==> src/ulpi_clk_map.svh <==
// Constants for the ULPI clock mode and pin control block.
`ifndef ULPI_CLK_MAP_SVH
`define ULPI_CLK_MAP_SVH

// Rising reference edges that switch the ULPI clock pin to output.
`define REF_EDGES_TO_OUTPUT 3'h4
// Reference clock frequencies chosen by the frequency-select pin, and the ULPI clock frequency, in kHz.
`define REF_FREQ_LOW_KHZ    32'h4B00
`define REF_FREQ_HIGH_KHZ   32'h6590
`define ULPI_FREQ_KHZ       32'hEA60
// Phase step per reference edge in sixteenths of a ULPI half period.
`define PHASE_UNIT          8'h10
`define PHASE_STEP_LOW \
    8'((2 * 16 * `ULPI_FREQ_KHZ + `REF_FREQ_LOW_KHZ / 2) / `REF_FREQ_LOW_KHZ)
`define PHASE_STEP_HIGH \
    8'((2 * 16 * `ULPI_FREQ_KHZ + `REF_FREQ_HIGH_KHZ / 2) / `REF_FREQ_HIGH_KHZ)
`define PHASE_LIMIT         8'hF0
// Reset values.
`define EDGE_COUNT_RST      3'h0
`define PHASE_RST           8'h00
`define DATA_RST            8'h00

`endif

==> src/ulpi_clk_pkg.sv <==
// Types for the ULPI clock mode and pin control block.
`default_nettype none
package ulpi_clk_pkg;

    typedef enum logic {
        CLK_PIN_INPUT,
        CLK_PIN_OUTPUT
    } clk_mode_t;

    // Pin inputs after the two-stage synchronisers.
    typedef struct packed {
        logic ref_s1;
        logic ref_s2;
        logic ref_s3;
        logic cs_s1;
        logic cs_s2;
        logic rst_n_s1;
        logic rst_n_s2;
        logic fsel_s1;
        logic fsel_s2;
    } pin_sync_t;

    // Values driven onto the ULPI side pins.
    typedef struct packed {
        logic [7:0] data;
        logic       data_oe;
        logic       dir;
        logic       nxt;
        logic       bus_oe;
    } ulpi_drive_t;

    typedef struct packed {
        pin_sync_t   sync;
        clk_mode_t   mode;
        logic [2:0]  edge_count;
        logic [7:0]  phase;
        logic        ulpi_clk;
        logic        freq_high;
        logic        supply_en;
        ulpi_drive_t drive;
    } state_t;

endpackage
`default_nettype wire

==> src/ulpi_clock_mode_and_pin_control.sv <==
// ULPI clock direction, chip select, reset and bus supply pin control.
`include "ulpi_clk_map.svh"
`default_nettype none

// Functional notes
// - Frequency-select low picks 19.2 MHz reference, high picks 26 MHz.
// - ULPI data lines transfer synchronously to the 60 MHz ULPI clock; the block registers them on clk_i instead.
// - ULPI clock pin is an input after power-up by default.
// - Four rising reference edges turn the ULPI clock pin into an output.
// - Chip select low powers down and tri-states all ULPI outputs.
// - Active-high push-pull output switches the external 5 V supply on.
// - Normal operation only while the active-low reset input is high.
module ulpi_clock_mode_and_pin_control (
    input  wire logic       clk_i,
    input  wire logic       rst_n_i,
    input  wire logic       reference_clock_in_i,
    input  wire logic       freq_select_i,
    input  wire logic       chip_select_i,
    input  wire logic       active_low_reset_in_n_i,
    input  wire logic       bus_supply_req_i,
    input  wire logic [7:0] core_data_i,
    input  wire logic       core_data_oe_i,
    input  wire logic       core_dir_i,
    input  wire logic       core_nxt_i,
    output logic            ulpi_clk_o,
    output logic            ulpi_clk_oe_o,
    output logic [7:0]      ulpi_data_o,
    output logic            ulpi_data_oe_o,
    output logic            ulpi_dir_o,
    output logic            ulpi_dir_oe_o,
    output logic            ulpi_nxt_o,
    output logic            ulpi_nxt_oe_o,
    output logic            ref_freq_high_o,
    output logic            clk_out_mode_o,
    output logic            operating_o,
    output logic            bus_supply_enable_out_o
);

    ulpi_clk_pkg::state_t state_q;
    ulpi_clk_pkg::state_t state_d;

    logic       operate;
    logic       ref_rise;
    logic [7:0] step;
    logic [8:0] phase_sum;

    // Normal operation needs both chip select and the reset pin high.
    assign operate  = state_q.sync.cs_s2 && state_q.sync.rst_n_s2;
    assign ref_rise = state_q.sync.ref_s2 && !state_q.sync.ref_s3;
    assign step     = state_q.freq_high ? `PHASE_STEP_HIGH
                                        : `PHASE_STEP_LOW;

    always_comb begin
        state_d   = state_q;
        phase_sum = 9'h000;

        state_d.sync.ref_s1   = reference_clock_in_i;
        state_d.sync.ref_s2   = state_q.sync.ref_s1;
        state_d.sync.ref_s3   = state_q.sync.ref_s2;
        state_d.sync.cs_s1    = chip_select_i;
        state_d.sync.cs_s2    = state_q.sync.cs_s1;
        state_d.sync.rst_n_s1 = active_low_reset_in_n_i;
        state_d.sync.rst_n_s2 = state_q.sync.rst_n_s1;
        state_d.sync.fsel_s1  = freq_select_i;
        state_d.sync.fsel_s2  = state_q.sync.fsel_s1;

        state_d.freq_high = state_q.sync.fsel_s2;

        if (!operate) begin
            // Power-down or reset drops the clock pin back to input mode.
            state_d.mode       = ulpi_clk_pkg::CLK_PIN_INPUT;
            state_d.edge_count = `EDGE_COUNT_RST;
            state_d.phase      = `PHASE_RST;
            state_d.ulpi_clk   = 1'b0;
        end else begin
            case (state_q.mode)
                ulpi_clk_pkg::CLK_PIN_INPUT: begin
                    if (ref_rise) begin
                        state_d.edge_count = state_q.edge_count + 3'h1;
                        if (state_q.edge_count + 3'h1 ==
                            `REF_EDGES_TO_OUTPUT) begin
                            state_d.mode = ulpi_clk_pkg::CLK_PIN_OUTPUT;
                        end
                    end
                end
                ulpi_clk_pkg::CLK_PIN_OUTPUT: begin
                    // Each reference edge adds the half periods owed; the
                    // clock toggles at most once per cycle to pay them.
                    phase_sum = {1'b0, state_q.phase};
                    if (ref_rise) begin
                        phase_sum = phase_sum + {1'b0, step};
                    end
                    if (phase_sum >= {1'b0, `PHASE_UNIT}) begin
                        phase_sum        = phase_sum - {1'b0, `PHASE_UNIT};
                        state_d.ulpi_clk = !state_q.ulpi_clk;
                    end
                    if (phase_sum > {1'b0, `PHASE_LIMIT}) begin
                        phase_sum = {1'b0, `PHASE_LIMIT};
                    end
                    state_d.phase = phase_sum[7:0];
                end
                default: begin
                    state_d.mode = ulpi_clk_pkg::CLK_PIN_INPUT;
                end
            endcase
        end

        // ULPI outputs are registered once and released when powered down.
        state_d.drive.bus_oe  = operate;
        state_d.drive.dir     = operate && core_dir_i;
        state_d.drive.nxt     = operate && core_nxt_i;
        state_d.drive.data_oe = operate && core_data_oe_i;
        state_d.drive.data    = operate ? core_data_i : `DATA_RST;
        state_d.supply_en     = operate && bus_supply_req_i;
    end

    always_ff @(posedge clk_i) begin
        if (!rst_n_i) begin
            state_q            <= '0;
            state_q.mode       <= ulpi_clk_pkg::CLK_PIN_INPUT;
            state_q.edge_count <= `EDGE_COUNT_RST;
            state_q.phase      <= `PHASE_RST;
            state_q.drive.data <= `DATA_RST;
        end else begin
            state_q <= state_d;
        end
    end

    assign ulpi_clk_o     = state_q.ulpi_clk;
    assign ulpi_clk_oe_o  = (state_q.mode == ulpi_clk_pkg::CLK_PIN_OUTPUT)
                            && state_q.drive.bus_oe;
    assign ulpi_data_o    = state_q.drive.data;
    assign ulpi_data_oe_o = state_q.drive.data_oe;
    assign ulpi_dir_o     = state_q.drive.dir;
    assign ulpi_dir_oe_o  = state_q.drive.bus_oe;
    assign ulpi_nxt_o     = state_q.drive.nxt;
    assign ulpi_nxt_oe_o  = state_q.drive.bus_oe;
    assign ref_freq_high_o = state_q.freq_high;
    assign clk_out_mode_o  = (state_q.mode == ulpi_clk_pkg::CLK_PIN_OUTPUT);
    assign operating_o     = state_q.drive.bus_oe;
    assign bus_supply_enable_out_o = state_q.supply_en;

    a_freq_select: assert property (@(posedge clk_i) disable iff (!rst_n_i)
        ref_freq_high_o == $past(state_q.sync.fsel_s2))
        else $error("reference frequency select not followed");

    a_data_follow: assert property (@(posedge clk_i) disable iff (!rst_n_i)
        operate |=> ulpi_data_o == $past(core_data_i))
        else $error("ULPI data not registered from core");

    a_clk_default: assert property (@(posedge clk_i)
        $rose(rst_n_i) |-> !ulpi_clk_oe_o ##1 !ulpi_clk_oe_o)
        else $error("ULPI clock pin driven after reset");

    a_switch_out: assert property (@(posedge clk_i) disable iff (!rst_n_i)
        operate && ref_rise && !clk_out_mode_o
        && state_q.edge_count == 3'h3 |=> clk_out_mode_o)
        else $error("clock pin did not switch on fourth edge");

    a_no_early: assert property (@(posedge clk_i) disable iff (!rst_n_i)
        $rose(clk_out_mode_o) |-> $past(state_q.edge_count) == 3'h3)
        else $error("clock pin switched before four edges");

    a_cs_tristate: assert property (@(posedge clk_i) disable iff (!rst_n_i)
        !state_q.sync.cs_s2 |=> !ulpi_clk_oe_o && !ulpi_data_oe_o
        && !ulpi_dir_oe_o && !ulpi_nxt_oe_o)
        else $error("ULPI outputs driven while deselected");

    a_supply_gate: assert property (@(posedge clk_i) disable iff (!rst_n_i)
        bus_supply_enable_out_o |-> $past(bus_supply_req_i)
        && $past(operate))
        else $error("bus supply enabled without request");

    a_reset_pin: assert property (@(posedge clk_i) disable iff (!rst_n_i)
        !state_q.sync.rst_n_s2 |=> !clk_out_mode_o && !operating_o
        && !bus_supply_enable_out_o)
        else $error("operation while reset pin low");

    a_mode_hold: assert property (@(posedge clk_i) disable iff (!rst_n_i)
        clk_out_mode_o && operate |=> clk_out_mode_o)
        else $error("output mode left without power-down");

    a_clk_toggle: assert property (@(posedge clk_i) disable iff (!rst_n_i)
        clk_out_mode_o && operate && ref_rise
        |=> ##[0:1] $changed(ulpi_clk_o))
        else $error("ULPI clock not derived from reference edge");

    a_data_release: assert property (@(posedge clk_i) disable iff (!rst_n_i)
        !operate |=> ulpi_data_o == `DATA_RST && !ulpi_dir_o
        && !ulpi_nxt_o)
        else $error("ULPI lines not cleared while powered down");

    a_oe_operate: assert property (@(posedge clk_i) disable iff (!rst_n_i)
        operate |=> ulpi_dir_oe_o && ulpi_nxt_oe_o && operating_o)
        else $error("ULPI outputs released in normal operation");

    a_count_restart: assert property (@(posedge clk_i) disable iff (!rst_n_i)
        !operate |=> state_q.edge_count == `EDGE_COUNT_RST
        && !clk_out_mode_o)
        else $error("edge count kept through power-down");

    a_input_quiet: assert property (@(posedge clk_i) disable iff (!rst_n_i)
        !clk_out_mode_o |-> !ulpi_clk_o && !ulpi_clk_oe_o)
        else $error("ULPI clock pin active in input mode");

    a_supply_off: assert property (@(posedge clk_i) disable iff (!rst_n_i)
        !bus_supply_req_i |=> !bus_supply_enable_out_o)
        else $error("bus supply on without request");

    // Owed half periods must be paid one per cycle, never held back.
    a_phase_pay: assert property (@(posedge clk_i) disable iff (!rst_n_i)
        clk_out_mode_o && operate && state_q.phase >= `PHASE_UNIT
        |=> $changed(ulpi_clk_o))
        else $error("owed ULPI clock half period not paid");

endmodule
`default_nettype wire

==> config.mk <==
export PLATFORM = sky130hd
export DESIGN_NAME = ulpi_clock_mode_and_pin_control
export DESIGN_NICKNAME = d
export VERILOG_FILES = /design/src/ulpi_clk_pkg.sv /design/src/ulpi_clock_mode_and_pin_control.sv
export VERILOG_INCLUDE_DIRS = /design/src /design/src/src
export SDC_FILE = /design/constraint.sdc
export NUM_CORES = 1
export LEC_CHECK = 0
export CAP_MARGIN = 30
export CORE_ASPECT_RATIO = 0.8
export CORE_MARGIN = 2
export CORE_UTILIZATION = 50
export CTS_BUF_LIST = sky130_fd_sc_hd__clkbuf_2 sky130_fd_sc_hd__clkbuf_4 sky130_fd_sc_hd__clkbuf_8
export DETAILED_ROUTE_END_ITERATION = 7
export DONT_BUFFER_PORTS = 1
export PLACE_DENSITY = 0.69
export SKIP_CTS_REPAIR_TIMING = 1
export SLEW_MARGIN = 20
export SYNTH_ARGS = -nofsm -noshare
export SYNTH_HDL_FRONTEND = slang
export SYNTH_SLANG_ARGS = --single-unit
==> constraint.sdc <==
create_clock -name clk_i -period 3.9 [get_ports clk_i]
set_input_delay 0.975 -clock clk_i [delete_from_list [all_inputs] [get_ports clk_i]]
set_output_delay 0.975 -clock clk_i [all_outputs]
set_load 0.005 [all_outputs]
# == After elaboration in Yosys (flattened, before gate mapping) ==
# Cells that the tools add are included.
# op_classes
n_mux,11
n_reduce_logical,12
bitwise,1
n_addsub,3
eq_ne,1
n_lt_le_gt_ge,2
# op_table
op,count
9-bit two-way mux,6
8-bit by 7-bit adder with 9-bit output,1
"9-bit by 5-bit >= comparator with 1-bit output, second input constant",1
"9-bit by 8-bit greater-than comparator with 1-bit output, second input constant",1
"9-bit by 5-bit subtractor with 9-bit output, second input constant",1
4-bit two-way mux,2
8-bit two-way mux,1
1-bit logical AND,7
6-bit two-way mux,1
2-bit AND reduction,3
"3-bit by 1-bit adder with 3-bit output, second input constant",1
"3-bit equality test, second input constant",1
1-bit logical NOT,2
1-bit two-way mux,1
1-bit inverter,1
# totals
word_cells,50
out_inout_bits,19
regBits,36
input_bits,18

# == Depth between registers and ports, before layout ==
# depth
word_depth,11
mapped_depth,13
depth_no_buf,13

# == Least setup slack after synthesis ==
# No wires, ideal clock.
# synth_timing
path_kind,reg-to-reg
startpoint,"register state_q, in the netlist ref_freq_high_o"
endpoint,register state_q[16] in the netlist's numbering
slack_ns,1.020
required_ns,3.823
period_less_slack_ns,2.880
stages_incl_launch_ff,14
n_path_buf,0
setup_time_ns,0.077
t_arrival_ns,2.803
cell_sequence,dfxtp_1 -> ha_1 -> fa_1 -> a21oi_1 -> nor2_1 -> xnor2_1 -> nand2_1 -> o21ai_0 -> ha_1 -> a32oi_1 -> and4b_1 -> o2111ai_2 -> o2111ai_1 -> a31oi_1
# synth_via
elab_chain_len,11
word_cells_on_any_way,12
cone_classes,add/sub: 2; order compare: 2; mux: 8
# synth_lines
element,line,rtl
from (decl),ulpi_clock_mode_and_pin_control.sv:39,ulpi_clk_pkg::state_t state_q;
from (signal assigned),ulpi_clock_mode_and_pin_control.sv:125,state_q <= state_d;
6-bit two-way mux (no line) (*),n/a,
8-bit by 7-bit adder with 9-bit output (*),ulpi_clock_mode_and_pin_control.sv:91,"phase_sum = phase_sum + {1'b0, step};"
9-bit two-way mux (*),ulpi_clock_mode_and_pin_control.sv:90,if (ref_rise) begin
9-bit two-way mux (*),ulpi_clock_mode_and_pin_control.sv:76,case (state_q.mode)
9-bit two-way mux (*),ulpi_clock_mode_and_pin_control.sv:69,if (!operate) begin
9-bit by 5-bit subtractor with 9-bit output / 9-bit by 5-bit >= comparator with 1-bit output (equally long branches),"ulpi_clock_mode_and_pin_control.sv:94, ulpi_clock_mode_and_pin_control.sv:93",
9-bit two-way mux (*),ulpi_clock_mode_and_pin_control.sv:93,"if (phase_sum >= {1'b0, `PHASE_UNIT}) begin"
9-bit two-way mux (*),ulpi_clock_mode_and_pin_control.sv:76,
9-bit two-way mux (*),ulpi_clock_mode_and_pin_control.sv:69,
9-bit by 8-bit greater-than comparator with 1-bit output,ulpi_clock_mode_and_pin_control.sv:97,"if (phase_sum > {1'b0, `PHASE_LIMIT}) begin"
8-bit two-way mux (*),ulpi_clock_mode_and_pin_control.sv:97,
# Mark *: on every way between the ends. The rest lies on a longest branch, timed or not. The select of a mux whose other input is x is not followed.
# A chain may end at the register's enable or synchronous reset.

# == Worst setup path in the final report ==
# layout_timing
startpoint,"register state_q, in the netlist ref_freq_high_o"
endpoint,register state_q[18] in the netlist's numbering
# The elaborated chain is that of the path after synthesis.

==> results_dict.tcl <==
set metrics [dict create \
    status "completed" \
    synth-warning-count 0 \
    drive_gt1_frac 0.08537 \
    wirelength_mm 2.782 \
    report.final.slew_viol_count 0 \
    use_met1 0.2046 \
    worst_slack_ps 664.3 \
    final_nets 191 \
    clk_pin_slew_worst_paths_ps 70 \
    peakVddDrop_mv 0.2554 \
    area_growth_pct 2.815 \
    port_buffers 0 \
    dp_cells 197 \
    critPathMaxFanout 6 \
    synth_top_area_frac 0.4148 \
    final_cell_count_no_fill 204 \
    grt_pass1_vias 1085 \
    worstMarginPinSlew_ps 555.5 \
    setup_tns_ps 0 \
    start_util 0.5357 \
    cts_tree "built" \
    grt_max_degree 21 \
    dr.first_iter.drc_count 73 \
    cts.path.max_buffers 2 \
    num_vias 1150 \
    yosysSeqAreaShare 0.4148 \
    hold_ws_ps 433.2 \
    syn_nets 200 \
    cp-end-kind "flip-flop" \
    drtAntennaViolNets 0 \
    p_leak_uw 0.0006678 \
    slew_headroom 0.6292 \
    gr-usage-all-layers 0.1671 \
    antenna_found_initial 0 \
    cts_made_buffers 5 \
    clockRootBuffer "clkbuf_8" \
    drc_errors 0 \
    clock.fmax_mhz 309.1 \
    synth_seq_cells 35 \
    drt_pass1_iterations 4 \
    skew_ps 5.906 \
    via_per_inst 5.637 \
    drv_cap 0 \
    p_per_area_nw_per_um2 400.6 \
    syn_area_um2 1689 \
    start_kind "flip-flop" \
    busiest_layer "met2" \
    synth_top_flop_cell "dfxtp_1" \
    htreeDepth 2 \
    insertion_delay_ps 280 \
    use_met2 0.2747 \
    hold_viol 0 \
    avgSynthCellArea_um2 9.764 \
    ys_types 37 \
    wl_per_cell_um 13.64 \
    gp_congestion 0.8358 \
    worstPathArrival_ps 3430 \
    critPathKind "reg -> reg" \
    rsz0062_at_grt "no" \
    post-route-min-period_ps 3236 \
    die_h_um 55.99 \
    cts.sink_count 35 \
    row_count 18 \
    yosys.area.top_type "dfxtp_1" \
    syn_inst 173 \
    cp.required_ps 4090 \
    hpwlAfterDp_mm 2.127 \
    grt_pass1_wl_mm 4.864 \
    hp-class "reg -> reg" \
    fin_crit_sh 0.8297 \
    yosysMostFrequentCell "dfxtp_1" \
    async_flop_share 0 \
    die_area_um2 3862 \
    ioPinCount 37 \
    core-area_um2 3153 \
    preCtsSetupSlack_ps 674.7 \
    netlist_top_cells_count "dfxtp_1 (35), and2_1 (23), buf_4 (11)" \
    use_met3 0.06073 \
    setup_violations 0 \
    fp.dieW_um 68.99 \
    overflow 0 \
    ys_top_cells_by_area "dfxtp_1 (41%), and2_1 (8.5%), ha_1 (5.9%)" \
    synth_edf_count 0 \
    diodes 0 \
]
cell type report:
class | instances | area, um^2
fill | 302 | 1416
multi-input combinational | 117 | 860.8
sequential | 35 | 700.7
clock buffer | 5 | 68.82
tap | 40 | 50.05
clock inverter | 2 | 37.54
inverter | 5 | 18.77
where the power goes:
group	total, uW	switching, uW	internal, uW
combinational	24.7	14.9	9.78
clock	307	120	187
sequential	364	1.87	362
worst paths after layout:
kind / startpoint / cells past startpoint / slack (ps) / to
worst min register to register: state_d[13] / 1 / 430 / ref_freq_high_o
worst min-delay path: state_d[13] / 1 / 430 / ref_freq_high_o
worst max register to register: ref_freq_high_o / 13 / 660 / state_q[18]
worst max-delay path: ref_freq_high_o / 13 / 660 / state_q[18]
cell usage in the layout (no fill, tap or decap), types with 2 or more instances in the layout:
| cell | netlist | routed |
|---|---|---|
| nor2_1 | 10 | 10 |
| o21ai_0 | 7 | 7 |
| nand2_1 | 8 | 8 |
| or3_1 | 2 | 2 |
| clkbuf_8 | 0 | 5 |
| inv_1 | 5 | 5 |
| dfxtp_1 | 35 | 35 |
| o211ai_1 | 6 | 6 |
| or2b_1 | 3 | 3 |
| a21oi_1 | 5 | 5 |
| and2_1 | 23 | 23 |
| o22ai_1 | 2 | 2 |
| a31oi_1 | 7 | 7 |
| ha_1 | 8 | 8 |
| xor2_1 | 4 | 4 |
| and3_1 | 4 | 4 |
| nand4_1 | 2 | 2 |
| o2111ai_1 | 3 | 3 |
| nand3_1 | 2 | 2 |
| xnor2_1 | 6 | 6 |
metrics by stage:
stage                     total power (uW)    util  cell area [um^2]
after floorplan                      394.9       -              1689
after global placement               395.8  0.5171              1630
after detailed placement             396.8  0.5171              1630
after CTS                            707.8  0.5508              1737
after global routing                 727.5  0.5508              1737
final                                695.8  0.5508              1737
routing by layer:
metal / share of wire / vias to the layer above
met5: 0 / -
met4: 0.0029 / 0
met3: 0.047 / 2
met2: 0.53 / 28
met1: 0.42 / 544
li1: - / 576
worst max-delay path, stage by stage, from the launching register on:
cell and delay, ps:
dfxtp_1 340, ha_1 270, fa_1 420, a21oi_1 300
nor2_1 90, xnor2_1 130, nand2_1 70, o21ai_0 120
ha_1 240, a32oi_1 240, and4b_1 250, o2111ai_2 320
o2111ai_1 150, a31oi_1 220
registers in the layout (all words and copies together), names as in the netlist:
register	count
state_q	13
ulpi_data_o	8
state_d	6
bus_supply_enable_out_o	1
clk_out_mode_o	1
operating_o	1
ref_freq_high_o	1
ulpi_clk_o	1
ulpi_data_oe_o	1
ulpi_dir_o	1
ulpi_nxt_o	1
cells by family after synthesis:
kind of cell    Yosys count  share of synthesized area
flops                    35                     0.4148
compound gates           34                     0.1496
mux                       1                    0.01333
simple gates             62                     0.2141
xor+xnor                 11                    0.06148
buf+inv                  21                    0.07555
fa+ha+maj                 9                    0.07111
Power figures use the tool's default switching activity.
